### config.mk
export PLATFORM = sky130hd
export DESIGN_NAME = cai_front_end
export DESIGN_NICKNAME = d
export VERILOG_FILES = /design/src/cai_pkg.sv /design/src/cai_front_end.sv /design/src/cai_sync.sv
export SDC_FILE = /design/constraint.sdc
export NUM_CORES = 1
export LEC_CHECK = 0
export BUFFER_PORTS_ARGS = -buffer_cell sky130_fd_sc_hd__buf_2
export CORE_UTILIZATION = 40
export DETAILED_ROUTE_END_ITERATION = 8
export HOLD_SLACK_MARGIN = 0.15
export SLEW_MARGIN = 5
export SYNTH_ARGS = -nofsm -noshare
export SYNTH_HDL_FRONTEND = slang
export SYNTH_SLANG_ARGS = --single-unit
export TNS_END_PERCENT = 100
### constraint.sdc
create_clock -name i_sys_clk -period 8.44 [get_ports i_sys_clk]
set_input_delay 1.266 -clock i_sys_clk [delete_from_list [all_inputs] [get_ports i_sys_clk]]
set_output_delay 1.266 -clock i_sys_clk [all_outputs]
set_load 0.03 [all_outputs]
### src/cai_pkg.sv
// constants shared by the coded audio input front end
package cai_pkg;
    // ======================================================
    // clocking
    localparam int          CLK_KHZ     = 200000;
    localparam int          MCLK_KHZ    = 768;
    localparam logic [17:0] ACC_MOD     = 18'(CLK_KHZ);
    localparam logic [17:0] ACC_STEP    = 18'(2 * MCLK_KHZ);
    localparam logic [7:0]  HALF_MAX    = 8'(CLK_KHZ / (2 * MCLK_KHZ) + 1);
    // ======================================================
    // master request timing
    localparam int          BURST_BITS  = 16;
    localparam int          DEF_KBPS    = 384;
    localparam logic [7:0]  DEF_SPACING = 8'(BURST_BITS * MCLK_KHZ / DEF_KBPS);
    localparam logic [7:0]  MIN_SPACING = 8'(BURST_BITS + 1);
    localparam logic [4:0]  BURST_LEN   = 5'(BURST_BITS);
    localparam logic [2:0]  GROUP_LAST  = 3'h7;
    // ======================================================
    // register map (byte offsets)
    localparam logic [3:0]  REG_CTRL    = 4'h0;
    localparam logic [3:0]  REG_SPACING = 4'h4;
    localparam logic [3:0]  REG_STATUS  = 4'h8;
    localparam logic [4:0]  CTRL_RST    = 5'h00;
    localparam int          CTL_SLAVE   = 0;
    localparam int          CTL_MODE_LO = 1;
    localparam int          CTL_MODE_HI = 2;
    localparam int          CTL_BCAST   = 3;
    localparam int          CTL_EXTCLK  = 4;
    // ======================================================
    // synchroniser lanes
    localparam int          SY_W        = 9;
    localparam int          SY_STOP     = 0;
    localparam int          SY_UNREL    = 1;
    localparam int          SY_MDAT     = 2;
    localparam int          SY_MERR     = 3;
    localparam int          SY_SDAT     = 4;
    localparam int          SY_SERR     = 5;
    localparam int          SY_SCLK     = 6;
    localparam int          SY_SWIN     = 7;
    localparam int          SY_SFS      = 8;
endpackage : cai_pkg

### src/cai_front_end.sv
// coded audio input front end: master/slave serial inputs, decode control
//
// Behaviour
// (RL1) reset held 24 or 12 master clocks
// (RL2) reset mutes, drops sync, clears settings
// (RL3) stop halts decoding and master requests
// (RL4) stop freezes master word select
// (RL5) stop means sync lost, resync after
// (RL6) stop answered within half sample period
// (RL7) unreliable data mutes; requests keep going
// (RL8) master input: no free format, broadcast
// (RL9) master bit clock fixed at 768 kHz
// (RL10) word select toggle, then 16 bits read
// (RL11) master frames start on byte boundary
// (RL12) toggle spacing near 16*768 over bitrate
// (RL13) master error flag merged per byte
// (RL14) slave clock between bitrate and 768 kHz
// (RL15) slave error merged, ignored outside window
// (RL16) slave bit taken only inside window
// (RL17) first valid bit after sync edge starts frame
// (RL18) frame sync high and low once per frame
// (RL19) sync edge in gap: next window bit starts
// (RL20) mode flags select frame sync use
// (RL21) window may change every slave clock
// (RL22) no sync: byte bursts, byte-aligned frames
// (RL23) resume at last master spacing
// (RL24) default master rate 384 kbit/s
// (RL25) slave pins sampled then synchronised
//
// Our own choices: the Avalon-MM slave port and the placing of the registers.
`timescale 1ns/1ps
module cai_front_end (
    input  wire logic        i_sys_clk,
    input  wire logic        i_nrst,
    input  wire logic [3:0]  i_avs_address,
    input  wire logic        i_avs_read,
    input  wire logic        i_avs_write,
    input  wire logic [31:0] i_avs_writedata,
    output logic      [31:0] o_avs_readdata,
    output logic             o_avs_waitrequest,
    input  wire logic        i_stop,
    input  wire logic        i_unreliable_data_in,
    input  wire logic        i_master_coded_data_in,
    input  wire logic        i_master_coded_error_flag,
    output logic             o_master_coded_bit_clock,
    output logic             o_master_coded_word_select,
    input  wire logic        i_slave_coded_data_in,
    input  wire logic        i_slave_coded_error_flag,
    input  wire logic        i_slave_coded_bit_clock,
    input  wire logic        i_slave_burst_window,
    input  wire logic        i_slave_frame_sync,
    input  wire logic        i_sync_found,
    output logic             o_mute,
    output logic             o_sync_drop,
    output logic             o_byte_valid,
    output logic      [7:0]  o_byte,
    output logic             o_byte_err,
    output logic             o_byte_first,
    output logic             o_slave_active,
    output logic             o_sync_mode_sel_hi,
    output logic             o_sync_mode_sel_lo,
    output logic             o_broadcast_frame_format,
    output logic             o_ext_sample_clock_mode
);
    logic [cai_pkg::SY_W-1:0] sy;
    logic [4:0]  ctrl_r;
    logic [7:0]  spacing_r;
    logic [7:0]  spc_eff;
    logic [31:0] rd_val;
    logic        stop_s, unrel_s, drop, slave_sel;
    logic [17:0] acc_r, acc_sum;
    logic        m_rise, m_fall;
    logic [7:0]  per_cnt_r, hp_cnt_r;
    logic [4:0]  rd_cnt_r;
    logic        skip_r;
    logic        s_clk_prev_r, s_edge, fs_prev_r, fs_pend_r, fs_used, fs_rise;
    logic        m_take, s_take, bit_take, bit_val, bit_err, bit_first;
    logic [6:0]  sh_r;
    logic [2:0]  as_cnt_r, as_cur;
    logic        as_err_r, as_first_r, err_cur, first_cur;

    // ======================================================
    // pin synchronisers
    cai_sync #(.W(cai_pkg::SY_W)) u_sync (
        .i_sys_clk (i_sys_clk),
        .i_nrst    (i_nrst),
        .i_async   ({i_slave_frame_sync, i_slave_burst_window, i_slave_coded_bit_clock,
                     i_slave_coded_error_flag, i_slave_coded_data_in, i_master_coded_error_flag,
                     i_master_coded_data_in, i_unreliable_data_in, i_stop}),
        .o_sync    (sy)
    );  // RL25

    assign stop_s    = sy[cai_pkg::SY_STOP];
    assign unrel_s   = sy[cai_pkg::SY_UNREL];
    assign drop      = stop_s | unrel_s;
    assign slave_sel = ctrl_r[cai_pkg::CTL_SLAVE];

    // ======================================================
    // register bus, one wait cycle per access
    assign spc_eff = (spacing_r < cai_pkg::MIN_SPACING) ? cai_pkg::MIN_SPACING : spacing_r;

    always_comb begin
        rd_val = '0;
        unique case (i_avs_address)
            cai_pkg::REG_CTRL:    rd_val = {27'h0, ctrl_r};
            cai_pkg::REG_SPACING: rd_val = {24'h0, spacing_r};
            cai_pkg::REG_STATUS:  rd_val = {26'h0, o_master_coded_word_select, slave_sel,
                                            unrel_s, stop_s, o_sync_drop, o_mute};
            default:              rd_val = '0;
        endcase
    end

    always_ff @(posedge i_sys_clk) begin
        if (!i_nrst) begin
            o_avs_waitrequest <= 1'b1;
            o_avs_readdata    <= '0;
        end else if ((i_avs_read || i_avs_write) && o_avs_waitrequest) begin
            o_avs_waitrequest <= 1'b0;
            o_avs_readdata    <= i_avs_read ? rd_val : '0;
        end else begin
            o_avs_waitrequest <= 1'b1;
        end
    end

    // settings and spacing; spacing survives slave use
    always_ff @(posedge i_sys_clk) begin
        if (!i_nrst) begin
            ctrl_r    <= cai_pkg::CTRL_RST;           // RL2
            spacing_r <= cai_pkg::DEF_SPACING;        // RL24
        end else if (i_avs_write && !o_avs_waitrequest) begin
            if (i_avs_address == cai_pkg::REG_CTRL)
                ctrl_r <= i_avs_writedata[4:0];       // RL20
            if (i_avs_address == cai_pkg::REG_SPACING)
                spacing_r <= i_avs_writedata[7:0];    // RL23
        end
    end

    always_ff @(posedge i_sys_clk) begin
        if (!i_nrst) begin
            o_slave_active           <= 1'b0;
            o_sync_mode_sel_lo       <= 1'b0;
            o_sync_mode_sel_hi       <= 1'b0;
            o_broadcast_frame_format <= 1'b0;
            o_ext_sample_clock_mode  <= 1'b0;
        end else begin
            o_slave_active           <= slave_sel;
            o_sync_mode_sel_lo       <= ctrl_r[cai_pkg::CTL_MODE_LO];
            o_sync_mode_sel_hi       <= ctrl_r[cai_pkg::CTL_MODE_HI];
            o_broadcast_frame_format <= ctrl_r[cai_pkg::CTL_BCAST];
            o_ext_sample_clock_mode  <= ctrl_r[cai_pkg::CTL_EXTCLK];
        end
    end

    // ======================================================
    // mute and sync loss
    always_ff @(posedge i_sys_clk) begin
        if (!i_nrst) begin
            o_mute      <= 1'b1;                      // RL2
            o_sync_drop <= 1'b1;
        end else begin
            o_sync_drop <= drop;                      // RL5 RL7
            if (drop)
                o_mute <= 1'b1;                       // RL6 RL7
            else if (i_sync_found)
                o_mute <= 1'b0;                       // RL5
        end
    end

    // ======================================================
    // master bit clock, fractional divider
    assign acc_sum = acc_r + cai_pkg::ACC_STEP;
    assign m_rise  = (acc_sum >= cai_pkg::ACC_MOD) && !o_master_coded_bit_clock;
    assign m_fall  = (acc_sum >= cai_pkg::ACC_MOD) && o_master_coded_bit_clock;

    always_ff @(posedge i_sys_clk) begin
        if (!i_nrst) begin
            acc_r                    <= '0;
            o_master_coded_bit_clock <= 1'b0;
            hp_cnt_r                 <= '0;
        end else if (acc_sum >= cai_pkg::ACC_MOD) begin
            acc_r                    <= acc_sum - cai_pkg::ACC_MOD;
            o_master_coded_bit_clock <= !o_master_coded_bit_clock;  // RL9
            hp_cnt_r                 <= '0;
        end else begin
            acc_r                    <= acc_sum;
            hp_cnt_r                 <= hp_cnt_r + 8'h01;
        end
    end

    // ======================================================
    // master request sequencer
    always_ff @(posedge i_sys_clk) begin
        if (!i_nrst) begin
            o_master_coded_word_select <= 1'b0;
            per_cnt_r                  <= '0;
            rd_cnt_r                   <= '0;
            skip_r                     <= 1'b0;
        end else if (m_fall) begin
            if (slave_sel || stop_s) begin
                per_cnt_r <= '0;                      // RL3 RL4
            end else if (per_cnt_r >= spc_eff - 8'h01) begin
                o_master_coded_word_select <= !o_master_coded_word_select;  // RL10 RL12
                per_cnt_r                  <= '0;
                rd_cnt_r                   <= cai_pkg::BURST_LEN;
                skip_r                     <= 1'b1;
            end else begin
                per_cnt_r <= per_cnt_r + 8'h01;
            end
        end else if (m_rise) begin
            if (skip_r)
                skip_r <= 1'b0;                       // RL10
            else if (rd_cnt_r != '0)
                rd_cnt_r <= rd_cnt_r - 5'h01;
        end
    end

    assign m_take = m_rise && !skip_r && (rd_cnt_r != '0) && !slave_sel && !stop_s;  // RL3

    // ======================================================
    // slave input, edge of synchronised bit clock
    assign s_edge  = sy[cai_pkg::SY_SCLK] && !s_clk_prev_r;
    assign fs_used = ctrl_r[cai_pkg::CTL_MODE_HI] || ctrl_r[cai_pkg::CTL_BCAST];  // RL20
    assign fs_rise = fs_used && sy[cai_pkg::SY_SFS] && !fs_prev_r;
    assign s_take  = s_edge && sy[cai_pkg::SY_SWIN] && slave_sel && !stop_s;      // RL16 RL21

    always_ff @(posedge i_sys_clk) begin
        if (!i_nrst) begin
            s_clk_prev_r <= 1'b0;
            fs_prev_r    <= 1'b0;
            fs_pend_r    <= 1'b0;
        end else begin
            s_clk_prev_r <= sy[cai_pkg::SY_SCLK];
            if (s_edge) begin
                fs_prev_r <= sy[cai_pkg::SY_SFS];
                if (s_take)
                    fs_pend_r <= 1'b0;                // RL17
                else if (fs_rise)
                    fs_pend_r <= 1'b1;                // RL19
            end
        end
    end

    // ======================================================
    // bit merge and byte grouping
    assign bit_take  = m_take || s_take;
    assign bit_val   = slave_sel ? sy[cai_pkg::SY_SDAT] : sy[cai_pkg::SY_MDAT];
    assign bit_err   = slave_sel ? sy[cai_pkg::SY_SERR] : sy[cai_pkg::SY_MERR];  // RL15
    assign bit_first = s_take && (fs_pend_r || fs_rise);                         // RL17 RL19
    assign as_cur    = bit_first ? 3'h0 : as_cnt_r;
    assign err_cur   = bit_err || (!bit_first && as_err_r);                      // RL13 RL15
    assign first_cur = bit_first || as_first_r;

    always_ff @(posedge i_sys_clk) begin
        if (!i_nrst || drop) begin
            as_cnt_r     <= '0;                       // RL5
            as_err_r     <= 1'b0;
            as_first_r   <= 1'b0;
            sh_r         <= '0;
            o_byte_valid <= 1'b0;
            o_byte       <= '0;
            o_byte_err   <= 1'b0;
            o_byte_first <= 1'b0;
        end else begin
            o_byte_valid <= 1'b0;
            if (bit_take) begin
                sh_r <= {sh_r[5:0], bit_val};
                if (as_cur == cai_pkg::GROUP_LAST) begin
                    o_byte_valid <= 1'b1;
                    o_byte       <= {sh_r, bit_val};
                    o_byte_err   <= err_cur;          // RL13
                    o_byte_first <= first_cur;
                    as_cnt_r     <= '0;
                    as_err_r     <= 1'b0;
                    as_first_r   <= 1'b0;
                end else begin
                    as_cnt_r     <= as_cur + 3'h1;
                    as_err_r     <= err_cur;
                    as_first_r   <= first_cur;
                end
            end
        end
    end
endmodule : cai_front_end

### src/cai_sync.sv
// two-flop synchroniser for a vector of pin inputs
`timescale 1ns/1ps
module cai_sync #(
    parameter int W = 1
) (
    input  wire logic         i_sys_clk,
    input  wire logic         i_nrst,
    input  wire logic [W-1:0] i_async,
    output logic      [W-1:0] o_sync
);
    logic [W-1:0] meta_r;

    // ======================================================
    // first stage feeds only the second
    always_ff @(posedge i_sys_clk) begin
        if (!i_nrst) begin
            meta_r <= '0;
            o_sync <= '0;
        end else begin
            meta_r <= i_async;
            o_sync <= meta_r;
        end
    end
endmodule : cai_sync

==> results.py, run 1 <==
metrics = {
    "clocking": {
        "holdBufCountCts": 0,
        "clk-insertion-delay-late_ns": 0.35,
        "postCtsSetupBuffers": 0,
        "cts_sinks": 101,
        "htreeDepth": 3,
        "cts_buffers": 9,
        "ctsResizeCount": 0,
        "clock-root-buffer": "clkbuf_16",
        "clk_pin_slew_ns": 0.07,
        "cts_buffer_depth": 2,
        "cts_tree": "yes",
    },
    "logic_synthesis": {
        "synth_most_common_cell": "dfxtp_1",
        "ys_warn_count": 0,
        "yosysTopAreaCell": "dfxtp_1",
        "post_synth_num_cell_types": 66,
        "syn_inst": 535,
        "avgSynthCellArea_um2": 9.137,
        "netlist_top_cells_area": "dfxtp_1 (41%), mux2i_1 (6.6%), ha_1 (4.9%), buf_4 (3.8%), nor2_1 (3.7%)",
        "synth_edf_count": 0,
        "yosysSeqAreaShare_pct": 41.36,
        "synth-seq-cells": 101,
        "syn_area_um2": 4888,
        "ys_top_cells_by_count": "dfxtp_1 (101), nor2_1 (48), nand2_1 (41)",
        "synth.top_cell.area_share_pct": 41.36,
        "ys_async_sr_fraction_pct": 0,
        "synthFlopType": "dfxtp_1",
    },
    "sta": {
        "rsz0062_at_grt": "no",
        "fin_ws_ns": 4.740,
        "tightest_slew_ns": 0.8969,
        "period_needed_ns": 3.700,
        "skew_ns": 0.01166,
        "fmax_mhz": 270.3,
        "finalSetupTns_ns": 0,
        "fin_crit_sh_pct": 43.83,
        "hold_violations": 0,
        "setup_viol_count_final": 0,
        "slew_viol_final": 0,
        "max-slew-margin-rel_pct": 40.05,
    },
    "place": {
        "port_buffers": 54,
        "place_ws_ns": 4.780,
        "place_area_um2": 5161,
        "gp_congestion": 0.7974,
        "dpl.hpwl_um": 6831,
    },
    "pwr": {
        "p_per_area_nw_per_um2": 186.4,
        "ir_drop_mv": 0.1209,
        "leakagePower_uw": 0.002303,
    },
    "floorplanning": {
        "start_util_pct": 40.87,
        "die_w_um": 112.6,
        "coreArea_um2": 11960,
        "dieArea_um2": 12670,
        "num_rows": 40,
        "dieHeight_um": 112.6,
        "pin_count": 103,
    },
    "final_layout": {
        "syn_to_final_growth_pct": 12.18,
        "n_fill_cell": 1160,
        "finish.utilization_pct": 45.85,
        "fin_nets": 646,
        "final_layout_size_suffix_gt1_share_pct": 16.67,
        "antenna_cells": 0,
        "multi_input_area_um2": 2606,
        "seqCellArea_um2": 2022,
        "design_area_um2": 5484,
    },
    "setup_path": {
        "start_kind": "register",
        "setup.worst_path.end_class": "register",
        "worstPathMaxFanout": 9,
        "rrSetupSlack_ns": 4.74,
        "crit_required_ns": 8.68,
        "arrival_ns": 3.94,
        "timing_worst_setup_path_type": "register to register",
    },
    "outcome": {
        "status": "finished clean",
    },
    "global_routing": {
        "grt_pass1_vias": 3581,
        "grt_max_degree": 40,
        "grt_usage_pct": 16.36,
        "antenna_found_initial": 0,
        "grt_pass1_wl_um": 16740,
        "overflow": 0,
    },
    "drt": {
        "drtPass1Iterations": 4,
        "viasPerCell": 5.265,
        "routed_wl_um": 9807,
        "post_drt_wl_per_cell_um": 13.45,
        "vias": 3838,
        "postRouteAntennaNets": 0,
        "drc": 0,
        "drt_iter0_drc": 169,
    },
    "run": {
        "maxCapViolCount": 0,
    },
    "hold_path": {
        "hp-class": "register to register",
    },
}
[state kept, by name, indices dropped and copies added (netlist names), 3 cells and up]
register / flops
as_cnt_r: 3
spacing_r: 8
o_avs_readdata: 8
u_sync.o_sync: 9
rd_cnt_r: 5
ctrl_r: 5
per_cnt_r: 8
acc_r: 12
sh_r: 7
u_sync.meta_r: 9
o_byte: 8
[metrics by stage]
stage	power (µW)	hold WS, ns	instances
detailed placement	591.3	0.4177	713
global placement	589.7	0.4178	713
global route	1066	0.4553	729
finish	1022	0.4350	729
CTS	1034	0.4354	729
floorplan	579.3	0.4119	558
[logic make-up after synthesis]
| group | synth area share [%] |
|---|---|
| AND/OR/NAND/NOR | 20.17 |
| AO/OA/AOI/OAI | 15.18 |
| flip-flops | 41.36 |
| buffers and inverters | 7.192 |
| multiplexers | 7.934 |
| adder cells (fa/ha/maj) | 4.863 |
| XOR/XNOR | 3.225 |
| other | 0.07671 |
[cells in the final DEF, fill, tap and decap left out, drive strengths merged, types with 9 or more instances in the layout]
cell type  count
mux2i         32
dfxtp        101
nand2         42
and2          28
buf           56
a211oi         9
nor2          48
inv           21
clkbuf         9
o21ai         21
ha            19
a21oi         27
and3          10
nor3          13
xor2           9
conb          24
xnor2          9
[where the power goes]
group / internal (µW) / switching, µW / leakage [µW]
Sequential: 485 / 8.88 / 0.000819
Clock: 241 / 201 / 0.000159
Combinational: 27.4 / 59.5 / 0.00133
Total: 753 / 269 / 0.00230
[final cells by class]
class | count | share of cell area [%]
Clock buffer | 9 | 4.107
Inverter | 17 | 1.164
Tap cell | 147 | 3.354
Timing Repair Buffer | 56 | 5.202
Sequential cell | 101 | 36.87
Multi-Input combinational cell | 392 | 47.52
Clock inverter | 7 | 1.780
[final timing paths]
kind                          from          endpoint  cells past startpoint
setup reg to reg      spacing_r[7]       rd_cnt_r[2]                     13
setup / recovery      spacing_r[7]       rd_cnt_r[2]                     13
hold reg to reg   u_sync.meta_r[3]  u_sync.o_sync[3]                      1
hold / removal    u_sync.meta_r[3]  u_sync.o_sync[3]                      1
[worst max-delay path: stages (launching register included)]
cell      delay, ns
dfxtp_1        0.36
nor3_1         0.51
nand2b_1       0.18
nand2_1        0.12
ha_1           0.23
nand4b_1       0.12
xor2_1         0.16
ha_1           0.20
a21oi_1        0.15
o21ai_0        0.19
nor2b_1        0.21
nor3_1         0.67
and4b_1        0.27
nor4_1         0.22
[per-layer routing]
layer / share of wire, % / track usage (%)
met1: 48 / 20.65
met2: 49 / 28.19
met3: 2.5 / 3.240
met4: 0.82 / 4.800
met5: 0 / 0
No activity file was read; power rests on OpenSTA's default activity.
==> run 2, diff against run 1 <==
==> constraint.sdc (replaced) <==
create_clock -name i_sys_clk -period 3.2 [get_ports i_sys_clk]
set_input_delay 0.48 -clock i_sys_clk [delete_from_list [all_inputs] [get_ports i_sys_clk]]
set_output_delay 0.48 -clock i_sys_clk [all_outputs]
set_load 0.03 [all_outputs]
==> run 2 against run 1 <==
Net effect:
- non-clock buffer count rose by 23
- die area did not move
- sequential power rose to 2.6 times the previous value
- final area rose by 4.6%
- first-iteration DRC count rose by 6.5%
- clock power rose to 2.6 times the previous value
- clock-buffer cell count did not move
- power rose to 2.6 times the previous value
- cell count rose by 3.2%
- global-route usage rose by 0.15 points
- routed wire length rose by 4.8%
- largest cell class unchanged
==> results.py, run 2 (synthesized netlist as in run 1, its figures left out) <==
metrics = {
    "outcome": {
        "status": "finished clean",
    },
    "drt": {
        "routed_wl_um": 10280,
        "drtPass1Iterations": 5,
        "postRouteAntennaNets": 0,
        "vias": 3875,
        "post_drt_wl_per_cell_um": 13.67,
        "viasPerCell": 5.153,
        "drt_iter0_drc": 180,
        "drc": 0,
    },
    "pwr": {
        "internal_power_uw": 1918,
        "switching_share_pct": 28.00,
        "leakagePower_uw": 0.002435,
        "p_per_area_nw_per_um2": 464.3,
        "clockPowerShare_pct": 42.3,
        "power_frac_comb_pct": 8.9,
        "p_switching_uw": 745.9,
        "ir_drop_mv": 0.2952,
        "seq_power_share_pct": 48.8,
    },
    "clocking": {
        "cts_buffer_depth": 2,
        "clock-root-buffer": "clkbuf_16",
        "clk-insertion-delay-late_ns": 0.36,
        "cts_buffers": 9,
        "clk_pin_slew_ns": 0.08,
        "cts_sinks": 101,
        "cts_tree": "yes",
        "htreeDepth": 3,
    },
    "hold_path": {
        "hp-class": "primary input to register",
    },
    "final_layout": {
        "fin_nets": 669,
        "largest_register_ffs": 12,
        "regMostFlops": "acc_r",
        "final_layout_size_suffix_gt1_share_pct": 22.15,
        "syn_to_final_growth_pct": 17.38,
        "layout_common_cells": "dfxtp_1 (100), buf_2 (54), nor2_1 (48), nand2_1 (39), mux2i_1 (32)",
        "n_fill_cell": 1157,
        "top_regs": "acc_r x12, u_sync.meta_r x9, u_sync.o_sync x9",
        "final-instance-count-excl-fill": 752,
        "antenna_cells": 0,
        "final_common_cell": "dfxtp_1",
    },
    "sta": {
        "fin_crit_sh_pct": 94.55,
        "slew_viol_final": 0,
        "setup_viol_count_final": 0,
        "skew_ns": 0.01123,
        "period_needed_ns": 3.026,
        "hold_violations": 0,
        "fmax_mhz": 330.5,
        "tightest_slew_ns": 0.5978,
        "max-slew-margin-rel_pct": 60.07,
        "fin_ws_ns": 0.1743,
        "hold_slack_ns": 0.3102,
    },
    "setup_path": {
        "r2r-start": "spacing_r[7]",
        "rrSetupSlack_ns": 0.17,
        "setup.worst_path.end_class": "register",
        "reg2regPathDepth": 16,
        "cp-startpoint": "spacing_r[7]",
        "timing.rr.end": "rd_cnt_r[1]",
        "crit_required_ns": 3.49,
        "worstPathMaxFanout": 5,
        "start_kind": "register",
        "arrival_ns": 3.31,
        "timing_worst_setup_path_type": "register to register",
        "crit_end": "rd_cnt_r[1]",
    },
    "place": {
        "gp_congestion": 0.8067,
        "dpl.hpwl_um": 7130,
        "place_ws_ns": 0.08178,
        "port_buffers": 54,
        "post-place-cells": 733,
    },
    "global_routing": {
        "grt_pass1_vias": 3660,
        "grt_usage_pct": 16.52,
        "met1_usage_pct": 20.79,
        "grt_max_degree": 39,
        "busiest_layer": "met2",
        "met3_usage_pct": 3.672,
        "grt_pass1_wl_um": 16850,
        "overflow": 0,
        "antenna_found_initial": 0,
        "gr-usage-met2_pct": 28.07,
    },
    "floorplanning": {
        "dieArea_um2": 12670,
        "num_rows": 40,
        "pin_count": 103,
        "dieHeight_um": 112.6,
        "die_w_um": 112.6,
        "start_util_pct": 40.87,
        "coreArea_um2": 11960,
    },
    "run": {
        "maxCapViolCount": 0,
    },
}
run 2: cell count changes in the layout (fill, tap and decap cells not counted), moves of 2 or more:
cell | before | now
nand2_2 | 1 | 3
nand2_1 | 41 | 39
a21oi_1 | 26 | 24
nor3_1 | 12 | 9
nor3_2 | 1 | 4
a21oi_2 | 1 | 3
clkinv_8 | 1 | 3
buf_4 | 2 | 25
run 2: area by class of cell:
type	instances	area, µm²	area share [%]
Inverter	17	63.81	1.112
Timing Repair Buffer	79	457.9	7.981
Multi-Input combinational cell	392	2695	46.97
Clock inverter	7	88.84	1.548
Sequential cell	101	2023	35.26
Tap cell	147	183.9	3.205
Clock buffer	9	225.2	3.925
run 2: metal layers:
layer / part of all wire [%] / routed length, µm
met1: 47 / 4809
met5: 0 / 0
met4: 0.87 / 89
met2: 49 / 5050
met3: 3.2 / 333
run 2: power groups by stage:
stage	sequential, µW	combinational (µW)	clock (µW)
after floorplan	1320	203	0
after global placement	1330	230	0
after detailed placement	1330	232	0
after CTS	1300	235	1150
after global routing	1310	259	1200
final	1300	237	1130
run 2: through the flow:
stage / TNS, ns / total power [µW] / area (µm²) / util [%]
finish: 0 / 2664 / 5738 / 47.97
global route: -0.09412 / 2767 / 5738 / 47.97
CTS: 0 / 2688 / 5625 / 47.03
detailed placement: 0 / 1563 / 5311 / 44.40
global placement: 0 / 1560 / 5311 / 44.40
floorplan: 0 / 1528 / 4975 / -
run 2: worst min-delay path by stage:
stage / start / end / slack (ns) / cells after the start
6_report: i_sync_found / o_mute / 0.31 / 2
5_1_grt: i_sync_found / o_mute / 0.30 / 2
4_1_cts: i_sync_found / o_mute / 0.30 / 2
3_5_place_dp: u_sync.meta_r[1] / u_sync.o_sync[1] / 0.42 / 1
3_3_place_gp: u_sync.meta_r[3] / u_sync.o_sync[3] / 0.42 / 1
2_1_floorplan: u_sync.meta_r[0] / u_sync.o_sync[0] / 0.41 / 1
run 2: critical path, stage by stage (launching register included):
cell      delay [ns]
dfxtp_2         0.33
nor3_2          0.16
buf_4           0.15
nand2b_1        0.10
nand2_2         0.11
ha_4            0.16
nand4b_1        0.11
xor2_1          0.16
ha_1            0.35
nand2_1         0.07
o21ai_0         0.16
buf_4           0.16
nor2b_4         0.15
nor3_2          0.07
buf_4           0.18
or4_4           0.41
a21oi_2         0.13
run 2: repair_timing:
item	CTS	global route
hold buffers	0	0
setup endpoints to repair	0	7
gates resized for setup	0	18
hold endpoints to repair	0	0
buffers inserted	0	3
==> run 3, diff against run 2 <==
--- a/config.mk
+++ b/config.mk
@@ -9,6 +9,7 @@
 export CORE_UTILIZATION = 40
 export DETAILED_ROUTE_END_ITERATION = 8
 export HOLD_SLACK_MARGIN = 0.15
+export REMOVE_ABC_BUFFERS = 1
 export SLEW_MARGIN = 5
 export SYNTH_ARGS = -nofsm -noshare
 export SYNTH_HDL_FRONTEND = slang
==> run 3 against run 2 <==
Net effect:
- clock-buffer cell count unchanged
- cell count is 0.53% higher
- via count decreased by 0.10%
- sequential share of layout area shrank 0.12 points
- critical path depth stayed put
- register-to-register slack gained 0.03 ns
- core utilization grew 0.14 points
- die area did not move
- non-clock buffer count is 4 higher
- routed wire length decreased by 2.7%
- final area rose by 0.28%
==> results.py, run 3 (synthesized netlist as in run 1, its figures left out) <==
metrics = {
    "floorplanning": {
        "dieArea_um2": 12670,
        "dieHeight_um": 112.6,
        "die_w_um": 112.6,
        "start_util_pct": 40.87,
        "num_rows": 40,
        "coreArea_um2": 11960,
        "pin_count": 103,
    },
    "sta": {
        "setup_viol_count_final": 0,
        "fmax_mhz": 333.4,
        "max-slew-margin-rel_pct": 47.31,
        "slew_viol_final": 0,
        "finalSetupTns_ns": 0,
        "fin_ws_ns": 0.2009,
        "period_needed_ns": 2.999,
        "hold_violations": 0,
        "tightest_slew_ns": 0.7844,
        "fin_crit_sh_pct": 93.72,
        "skew_ns": 0.008423,
        "hold_slack_ns": 0.3046,
    },
    "setup_path": {
        "timing_worst_setup_path_type": "register to register",
        "slowest_delay_ns": 0.33,
        "cp_cell_sequence": "nor3_2 -> buf_4 -> nand2b_1 -> nand2_2 -> ha_4 -> nand2_1 -> nor3_2 -> a211oi_1 -> ha_1 -> o2111ai_4 -> nor4_2 -> buf_4 -> nor3_4 -> buf_4 -> o31a_1 -> o31a_1",
        "setup.worst_path.end_class": "register",
        "crit_slowest_cell": "dfxtp_1",
        "worstPathMaxFanout": 6,
        "start_kind": "register",
        "crit_required_ns": 3.44,
        "arrival_ns": 3.24,
        "cpMostUsedCell": "buf_4",
    },
    "final_layout": {
        "top_regs": "acc_r x12, u_sync.meta_r x9, u_sync.o_sync x9",
        "regMostFlops": "acc_r",
        "syn_to_final_growth_pct": 17.71,
        "antenna_cells": 0,
        "design_area_um2": 5754,
        "final_layout_size_suffix_gt1_share_pct": 22.00,
        "layout_common_cells": "dfxtp_1 (101), buf_2 (54), nor2_1 (47), nand2_1 (40), mux2i_1 (32)",
        "fin_nets": 673,
        "largest_register_ffs": 12,
        "final_common_cell": "dfxtp_1",
    },
    "place": {
        "port_buffers": 54,
        "place_area_um2": 5341,
        "dpl.hpwl_um": 7093,
        "gp_congestion": 0.7821,
        "place_ws_ns": -0.04167,
    },
    "clocking": {
        "clock-root-buffer": "clkbuf_16",
        "htreeDepth": 3,
        "clk-insertion-delay-late_ns": 0.35,
        "cts_buffer_depth": 2,
        "cts_sinks": 101,
        "clk_pin_slew_ns": 0.08,
        "cts_buffers": 9,
        "cts_tree": "yes",
    },
    "pwr": {
        "ir_drop_mv": 0.2915,
        "power.total_uw": 2632,
        "p_per_area_nw_per_um2": 457.4,
        "leakagePower_uw": 0.002445,
    },
    "global_routing": {
        "antenna_found_initial": 0,
        "grt_usage_pct": 16.47,
        "overflow": 0,
        "grt_pass1_wl_um": 16890,
        "grt_max_degree": 39,
        "grt_pass1_vias": 3717,
    },
    "drt": {
        "drtPass1Iterations": 4,
        "routed_wl_um": 10010,
        "drt_iter0_drc": 178,
        "vias": 3871,
        "post_drt_wl_per_cell_um": 13.24,
        "drc": 0,
        "postRouteAntennaNets": 0,
        "viasPerCell": 5.120,
    },
    "outcome": {
        "status": "finished clean",
    },
    "hold_path": {
        "hp-class": "primary input to register",
    },
    "run": {
        "maxCapViolCount": 0,
    },
}
run 3: cell types whose count changed in the layout (fill, tap and decap cells not counted), sizes merged:
cell / before / now
buf: 79 / 83
run 3: cell type report:
class | instances | area [µm²]
flip-flops and latches | 101 | 2022
fillers | 1141 | 6207
repair buffers | 83 | 488.0
well taps | 147 | 183.9
clock buffers | 9 | 225.2
clock inverters | 7 | 78.83
inverters | 17 | 63.81
multi-input cells | 392 | 2693
run 3: final timing paths:
path | depth (start not counted) | slack [ns] | from | endpoint
worst max-delay path | 16 | 0.20 | spacing_r[7] | rd_cnt_r[4]
worst min-delay path | 2 | 0.30 | i_sync_found | o_mute
worst max register to register | 16 | 0.20 | spacing_r[7] | rd_cnt_r[4]
worst min register to register | 1 | 0.44 | u_sync.meta_r[5] | u_sync.o_sync[5]
run 3: worst max-delay path: cells and delay by family, from the launching register on:
family / cells / cell delay [ns]
fa+ha+maj: 2 / 0.47
simple gates: 7 / 0.90
flops: 1 / 0.33
compound gates: 4 / 0.68
buf+inv: 3 / 0.49
run 3: timing repair:
item                                   4_1_cts  5_1_grt
endpoints found under the hold margin        0        0
pin swaps                                    0        5
buffers inserted                             0        3
resized for setup                            1       14
setup endpoints to repair                    1        6
hold buffers                                 0        0
run 3: layer usage:
metal	routed length [µm]	global-route usage [%]	part of all wire [%]
met1	4826	21.07	48
met2	4715	27.65	47
met3	286	3.078	2.9
met4	180	5.956	1.8
met5	0	0	0
run 3: where the power goes:
part           total [µW]  leakage (µW)  switching, µW  internal (µW)
clock network        1090      0.000148            539            555
logic                 239       0.00148            162           76.9
registers            1300      0.000819           20.6           1280
run 3: stage by stage:
step	util, %	cells
after detailed placement	44.65	737
after CTS	47.24	753
final	48.11	756
after global placement	44.65	737
after floorplan	-	510
after global routing	48.11	756
